### config.mk
export PLATFORM = sky130hd
export DESIGN_NAME = status_output_selector
export DESIGN_NICKNAME = d
export VERILOG_FILES = /design/src/status_output_selector_pkg.sv /design/src/event_toggle_flag.sv /design/src/sticky_event_flag.sv /design/src/status_output_selector.sv
export VERILOG_INCLUDE_DIRS = /design/src
export SDC_FILE = /design/constraint.sdc
export NUM_CORES = 1
export LEC_CHECK = 0
export BUFFER_PORTS_ARGS = -buffer_cell sky130_fd_sc_hd__buf_2
export CORE_ASPECT_RATIO = 1.25
export CORE_MARGIN = 2
export CORE_UTILIZATION = 50
export DETAILED_ROUTE_END_ITERATION = 7
export GPL_ROUTABILITY_DRIVEN = 0
export PLACE_DENSITY_LB_ADDON = 0.12
export SLEW_MARGIN = 15
export SYNTH_ARGS = -nofsm -noshare
export SYNTH_HDL_FRONTEND = slang
export SYNTH_SLANG_ARGS = --single-unit
### constraint.sdc
create_clock -name clk_in -period 3.65 [get_ports clk_in]
set_input_delay 0.1825 -clock clk_in [delete_from_list [all_inputs] [get_ports clk_in]]
set_output_delay 0.1825 -clock clk_in [all_outputs]
set_load 0.005 [all_outputs]
### src/status_output_selector_consts.svh
/*
 * constants for the status output selector: assignment codes, terminal
 * count, field widths and reset values.
 * assumes it is included by bare name wherever the codes are decoded.
 */
`ifndef STATUS_OUTPUT_SELECTOR_CONSTS_SVH
`define STATUS_OUTPUT_SELECTOR_CONSTS_SVH

`define SOS_NUM_TERMINALS     8
`define SOS_TERM_IDX_W        3
`define SOS_CODE_W            8
`define SOS_NUM_INPUT_FUNCS   128
`define SOS_STATUS_W          27
`define SOS_ECHO_IDX_MSB      6

`define SOS_CODE_RESET        8'h00
`define SOS_CODE_UNUSED       8'h00
`define SOS_CODE_ECHO_LAST    8'h7f
`define SOS_CODE_CONST_OFF    8'h80
`define SOS_CODE_ALARM_HIGH   8'h81
`define SOS_CODE_ALARM_LOW    8'h82
`define SOS_CODE_SYS_PREP     8'h83
`define SOS_CODE_READY        8'h84
`define SOS_CODE_MOVING       8'h86
`define SOS_CODE_INFORMATION_FLAG         8'h87
`define SOS_CODE_BUSY         8'h88
`define SOS_CODE_IN_POSITION  8'h8a
`define SOS_CODE_TORQUE_LIM   8'h8c
`define SOS_CODE_SPEED_REACH  8'h8d
`define SOS_CODE_EXCITED      8'h8e
`define SOS_CODE_CUTBACK      8'h8f
`define SOS_CODE_HOME_END     8'h90
`define SOS_CODE_COORD_SET    8'h91
`define SOS_CODE_PRESET_REQ   8'h95
`define SOS_CODE_MECH_HOME    8'h96
`define SOS_CODE_FACT_HOME    8'h97
`define SOS_CODE_WRAP_TOGGLE  8'h98
`define SOS_CODE_FWD_LIMIT    8'h99
`define SOS_CODE_REV_LIMIT    8'h9a
`define SOS_CODE_STATUS_LAST  8'h9a

`define SOS_FLAG_RESET        1'b0

`endif

### src/status_output_selector_pkg.sv
/*
 * types shared by the status output selector and its helpers.
 * assumes the constants header is on the include path.
 */
`include "status_output_selector_consts.svh"

package status_output_selector_pkg;
   typedef logic [`SOS_CODE_W-1:0]          assign_code_t;
   typedef logic [`SOS_TERM_IDX_W-1:0]      term_idx_t;
   typedef logic [`SOS_NUM_TERMINALS-1:0]   term_vec_t;
   typedef logic [`SOS_NUM_INPUT_FUNCS-1:0] input_vec_t;
   typedef logic [`SOS_STATUS_W-1:0]        status_vec_t;
endpackage : status_output_selector_pkg

### src/event_toggle_flag.sv
/*
 * toggle flag: the level inverts once for every event pulse.
 * assumes the event is a one-cycle pulse on the same clock.
 */
`include "status_output_selector_consts.svh"

module event_toggle_flag
   import status_output_selector_pkg::*;
(
   input  wire logic clk_in,
   input  wire logic arst_n_in,
   input  wire logic event_in,
   output logic      level_out
);
   logic level_q;

   always_ff @(posedge clk_in or negedge arst_n_in) begin
      if (!arst_n_in) begin
         level_q <= `SOS_FLAG_RESET;
      end else if (event_in) begin
         level_q <= ~level_q;
      end
   end

   assign level_out = level_q;
endmodule : event_toggle_flag

### src/sticky_event_flag.sv
/*
 * sticky flag: set by an event pulse, cleared by a clear pulse.
 * assumes both pulses come from logic on the same clock.
 */
`include "status_output_selector_consts.svh"

module sticky_event_flag
   import status_output_selector_pkg::*;
(
   input  wire logic clk_in,
   input  wire logic arst_n_in,
   input  wire logic set_in,
   input  wire logic clear_in,
   output logic      flag_out
);
   logic flag_q;

   // a set in the cycle of a clear is kept
   always_ff @(posedge clk_in or negedge arst_n_in) begin
      if (!arst_n_in) begin
         flag_q <= `SOS_FLAG_RESET;
      end else if (set_in) begin
         flag_q <= 1'b1;
      end else if (clear_in) begin
         flag_q <= 1'b0;
      end
   end

   assign flag_out = flag_q;
endmodule : sticky_event_flag

### src/status_output_selector.sv
/*
 * output function selector: each output terminal holds an assignment
 * code, and the code picks the input echo or status flag that drives
 * the terminal.
 * assumes every flag and input function state comes from driver logic
 * on clk_in, so none of them is resynchronised here; event inputs are
 * one-cycle pulses.
 */
`include "status_output_selector_consts.svh"

module status_output_selector
   import status_output_selector_pkg::*;
(
   input  wire logic         clk_in,
   input  wire logic         arst_n_in,
   // assignment code load and readback
   input  wire logic         code_wr_en_in,
   input  wire term_idx_t    code_wr_sel_in,
   input  wire assign_code_t code_wr_data_in,
   input  wire term_idx_t    code_rd_sel_in,
   output assign_code_t      code_rd_data_out,
   // input function states, bit n for function n
   input  wire input_vec_t   input_func_in,
   // driver status flags
   input  wire logic         alarm_present_in,
   input  wire logic         system_prepared_in,
   input  wire logic         drive_ready_in,
   input  wire logic         motor_moving_in,
   input  wire logic         information_flag_in,
   input  wire logic         internal_processing_flag_in,
   input  wire logic         positioning_done_in,
   input  wire logic         torque_at_limit_in,
   input  wire logic         speed_reached_in,
   input  wire logic         motor_excited_in,
   input  wire logic         current_cutback_active_in,
   input  wire logic         coordinate_established_in,
   input  wire logic         preset_required_in,
   input  wire logic         mech_home_established_in,
   input  wire logic         factory_home_established_in,
   input  wire logic         forward_soft_limit_hit_in,
   input  wire logic         reverse_soft_limit_hit_in,
   input  wire logic         cyclic_sync_position_mode_in,
   // event pulses
   input  wire logic         homing_done_pulse_in,
   input  wire logic         preset_done_pulse_in,
   input  wire logic         home_clear_pulse_in,
   input  wire logic         wrap_exceed_pulse_in,
   // terminals
   output term_vec_t         terminal_out,
   output logic              wrap_overflow_toggle_out,
   output logic              home_end_out
);

   assign_code_t code_q [`SOS_NUM_TERMINALS];
   term_vec_t    terminal_q;
   term_vec_t    terminal_d;
   assign_code_t code_rd_q;
   status_vec_t  status_vec;
   logic         home_end_flag;
   logic         wrap_toggle_flag;
   logic         home_set;
   logic         in_position_gated;
   logic         speed_reached_gated;

   // status bit position for a code in the status range
   function automatic int unsigned status_pos(input assign_code_t code);
      assign_code_t offs;
      offs = code - `SOS_CODE_CONST_OFF;
      return int'(offs);
   endfunction : status_pos

   // one terminal's level for a code
   function automatic logic select_level(
      input assign_code_t code,
      input input_vec_t   inputs,
      input status_vec_t  status
   );
      logic level;
      level = 1'b0;
      if (code == `SOS_CODE_UNUSED) begin
         level = 1'b0;
      end else if (code <= `SOS_CODE_ECHO_LAST) begin
         level = inputs[code[`SOS_ECHO_IDX_MSB:0]];
      end else if (code <= `SOS_CODE_STATUS_LAST) begin
         level = status[status_pos(code)];
      end else begin
         level = 1'b0;
      end
      return level;
   endfunction : select_level

   // homing completion and preset share one sticky indication
   assign home_set = homing_done_pulse_in | preset_done_pulse_in;

   sticky_event_flag u_home_end (
      .clk_in    (clk_in),
      .arst_n_in (arst_n_in),
      .set_in    (home_set),
      .clear_in  (home_clear_pulse_in),
      .flag_out  (home_end_flag)
   );

   event_toggle_flag u_wrap_toggle (
      .clk_in    (clk_in),
      .arst_n_in (arst_n_in),
      .event_in  (wrap_exceed_pulse_in),
      .level_out (wrap_toggle_flag)
   );

   // sync mode has no positioning or speed target of its own
   assign in_position_gated =
      positioning_done_in & ~cyclic_sync_position_mode_in;
   assign speed_reached_gated =
      speed_reached_in & ~cyclic_sync_position_mode_in;

   // status vector, one bit per code from the constant-off code on;
   // holes stay low so an undefined code reads zero
   always_comb begin
      status_vec = '0;
      status_vec[status_pos(`SOS_CODE_CONST_OFF)]   = 1'b0;
      status_vec[status_pos(`SOS_CODE_ALARM_HIGH)]  =
         alarm_present_in;
      status_vec[status_pos(`SOS_CODE_ALARM_LOW)]   =
         ~alarm_present_in;
      status_vec[status_pos(`SOS_CODE_SYS_PREP)]    =
         system_prepared_in;
      status_vec[status_pos(`SOS_CODE_READY)]       =
         drive_ready_in;
      status_vec[status_pos(`SOS_CODE_MOVING)]      =
         motor_moving_in;
      status_vec[status_pos(`SOS_CODE_INFORMATION_FLAG)]        =
         information_flag_in;
      status_vec[status_pos(`SOS_CODE_BUSY)]        =
         internal_processing_flag_in;
      status_vec[status_pos(`SOS_CODE_IN_POSITION)] =
         in_position_gated;
      status_vec[status_pos(`SOS_CODE_TORQUE_LIM)]  =
         torque_at_limit_in;
      status_vec[status_pos(`SOS_CODE_SPEED_REACH)] =
         speed_reached_gated;
      status_vec[status_pos(`SOS_CODE_EXCITED)]     =
         motor_excited_in;
      status_vec[status_pos(`SOS_CODE_CUTBACK)]     =
         current_cutback_active_in;
      status_vec[status_pos(`SOS_CODE_HOME_END)]    =
         home_end_flag;
      status_vec[status_pos(`SOS_CODE_COORD_SET)]   =
         coordinate_established_in;
      status_vec[status_pos(`SOS_CODE_PRESET_REQ)]  =
         preset_required_in;
      status_vec[status_pos(`SOS_CODE_MECH_HOME)]   =
         mech_home_established_in;
      status_vec[status_pos(`SOS_CODE_FACT_HOME)]   =
         factory_home_established_in;
      status_vec[status_pos(`SOS_CODE_WRAP_TOGGLE)] =
         wrap_toggle_flag;
      status_vec[status_pos(`SOS_CODE_FWD_LIMIT)]   =
         forward_soft_limit_hit_in;
      status_vec[status_pos(`SOS_CODE_REV_LIMIT)]   =
         reverse_soft_limit_hit_in;
   end

   // assignment code store; all terminals start unused
   always_ff @(posedge clk_in or negedge arst_n_in) begin
      if (!arst_n_in) begin
         for (int i = 0; i < `SOS_NUM_TERMINALS; i++) begin
            code_q[i] <= `SOS_CODE_RESET;
         end
      end else if (code_wr_en_in) begin
         code_q[code_wr_sel_in] <= code_wr_data_in;
      end
   end

   // readback shows the stored code one cycle after the select
   always_ff @(posedge clk_in or negedge arst_n_in) begin
      if (!arst_n_in) begin
         code_rd_q <= `SOS_CODE_RESET;
      end else begin
         code_rd_q <= code_q[code_rd_sel_in];
      end
   end

   // per-terminal selection
   always_comb begin
      terminal_d = '0;
      for (int i = 0; i < `SOS_NUM_TERMINALS; i++) begin
         terminal_d[i] = select_level(code_q[i], input_func_in,
                                      status_vec);
      end
   end

   // registered terminals: one cycle from flag to pin, no glitches
   // when a code is rewritten
   always_ff @(posedge clk_in or negedge arst_n_in) begin
      if (!arst_n_in) begin
         terminal_q <= '0;
      end else begin
         terminal_q <= terminal_d;
      end
   end

   assign terminal_out             = terminal_q;
   assign code_rd_data_out         = code_rd_q;
   assign wrap_overflow_toggle_out = wrap_toggle_flag;
   assign home_end_out             = home_end_flag;

endmodule : status_output_selector

==> results.md <==
* Slew at the pin closest to its max-slew limit at 1.23 ns
* Starting Density at 50.4%
* Crit Path Category: flip-flop to flip-flop
* Crit path max fanout at 33
* Leak at 0.00566 uW
* Via count at 13.4k
* Maximum VDD drop at 0.000283 V
* Hold path startpoint: home_clear_pulse_in
* Prevailing post-synth register cell: dfrtp_1
* DR vias/cell at 8.15
* Outcome: complete, no violations
* Critical Path AT at 3.28 ns
* CTS tree: yes
* Aggregate routed wire length at 60.8 mm
* Crit path to: terminal_out[6]
* Post-synth top area share at 44.2%
* Register area share after synthesis at 14.9%
* CTS sink cnt at 82
* Yosys reg bits at 82
* Crit. End Element: flip-flop
* Chip width at 153 um
* Unrepaired setup endpoints after global routing: false
* Max-Cap Viols at 0
* Core ar. at 0.0274 mm^2
* Final antenna-violating net count at 0
* EDFF count, synth at 0
* Synth cell types at 65
* Cell taking the most area after synthesis: mux4_2
* Hpwl dp at 43.9 mm
* Die Span Y at 190 um
* Share of layout cells above drive strength 1 at 49.1%
* Clock transition at path regs at 0.07 ns
* Syn Nets at 1344
* Routed len/inst at 37.1 um
* Final setup viols at 0
* Largest net degree at the start of global routing at 66
* Final min period at 3.03 ns
* Port Buffer Count at 184
* Gr ovfl total at 0
* # rows at 68
* Hold Violations, Final at 0
* Avg Inst Size Synth at 11.7 um^2
* Fin crit share at 83.0%
* I/O pin count at 185
* Worst setup SP type: flip-flop
* Pwr per Cell Area at 518 mW/mm^2
* Setup Buffers After CTS at 0
* Cell count of the worst reg-to-reg path at 7
* Setup TNS Final at 0 ns
* Root Buffer Master: clkbuf_16
* Synth Warn # at 0
* Num CTS Buffers at 9
* Cell Area, Synth at 0.0138 mm^2
* Max clock buf depth at 2
* Hold Path Class: input port to flip-flop
* Vias in the first global route at 12.8k
* Clock latency on the worst-skew pair at 0.35 ns
* GRT Util Overall at 41.7%
* H-tree depth at 3
* Post-synth ARST share at 100%
* Synth Instances at 1177
* Setup slack, reg-to-reg at 0.62 ns
* CP startpoint: code_q[9]
* Worst Path Required at 3.90 ns
* Area Overhead vs Synth at 10.9%
* Fmax at 330 MHz
* Worst clock skew at 0.0117 ns
* Reg-to-reg startpoint: code_q[9]
* Commonest cells post-synth: mux4_2, mux2i_1, mux2_2
* Initial antenna violation count at 0
* DRC viols at 0
* Count leader, synth: mux4_2
* Reg2reg end: terminal_out[6]
* Die footprint at 0.0289 mm^2
* Detailed Routing Iterations Pass 1 at 6
* Utilization after layout at 55.8%
* Top post-synthesis cells by area: mux4_2, dfrtp_1, mux2_2, mux2i_1, a22oi_1
* Cts repair resizes at 0
* Rel. slew slack at 18.2%
* First-pass GRT wire length at 88.0 mm
* Initial DRC Count at 2137
* Final net count at 1450
* Slew Limit Fails at 0
[state kept, by name, indices dropped and copies added (netlist names)]
name,count
code_q,64
code_rd_data_out,8
u_wrap_toggle.level_out,1
terminal_out,8
u_home_end.flag_out,1
[cells in the final DEF (no fill, tap or decap), types with 27 or more instances in the layout]
cell	instances
a22oi_1	38
mux2i_1	95
nor2_1	47
mux4_2	271
nand2_1	57
a21oi_1	27
dfrtp_1	66
o21ai_0	39
mux2_2	89
buf_2	183
buf_4	47
nor2b_1	29
[kinds of logic (layout without fill, tap and decap cells)]
logic type             after synthesis  in the layout  synth area share (%)
XOR/XNOR                             1              1                0.0635
buffers and inverters              164            275                  5.43
AO/OA/AOI/OAI                      222            222                  11.5
multiplexers                       456            456                  58.6
flip-flops                          82             82                  14.9
other                                0              1                     0
AND/OR/NAND/NOR                    252            252                  9.58
[metal layers]
layer  share of wire (%)  routed length [um]  vias to the layer above  GRT usage [%]
met1                  33               20200                     6625           52.6
li1                    -                   -                     5179              -
met3                  14                8390                      290           12.1
met4                 8.3                5030                        0           27.7
met5                   0                   0                        -              0
met2                  45               27100                     1256           62.7
[worst max-delay path, stage by stage, from the launching register on]
cell      delay (ns)
dfrtp_2         0.93
nor2b_1         0.47
a22oi_1         0.14
nand3_1         0.15
o41ai_1         0.09
nor4_1          0.74
a221oi_1        0.22
buf_4           0.18
[layout make-up]
type	instances	area, um^2
Inverter	22	82.6
Fill cell	2364	12100
Multi-Input combinational cell	931	11000
Tap cell	350	438
Timing Repair Buffer	237	1390
Antenna cell	1	2.50
Clock buffer	10	239
Sequential cell	82	2070
Clock inverter	6	72.6
[power by group]
part | internal [uW] | switching, uW
logic | 2500 | 2270
registers | 1130 | 1070
clock network | 557 | 410
total | 4180 | 3750
[per-stage QoR]
stage,std cells,total power [uW],setup slack [ns],instance area (um^2),hold WS (ns)
2_1_floorplan,1177,5030,1.31,13800,-0.113
3_3_place_gp,1620,6730,0.694,15000,0.354
3_5_place_dp,1620,6780,0.686,15000,0.350
4_1_cts,1638,7760,0.665,15300,0.0253
5_1_grt,1638,8200,0.489,15300,0.0602
6_report,1639,7930,0.621,15300,0.0287
[repair_timing]
action	4_1_cts	5_1_grt
endpoints found under the hold margin	30	0
hold buffers	2	0
setup endpoints to repair	0	0
[worst min-delay path by stage]
stage | to | slack, ns | depth (start not counted)
after global routing | u_home_end.flag_out | 0.06 | 3
after global placement | u_wrap_toggle.level_out | 0.35 | 1
final | u_home_end.flag_out | 0.03 | 2
after CTS | u_home_end.flag_out | 0.03 | 2
after floorplan | code_q[0] | -0.11 | 0
after detailed placement | code_q[60] | 0.35 | 1
No activity file was read; power rests on OpenSTA's default activity.
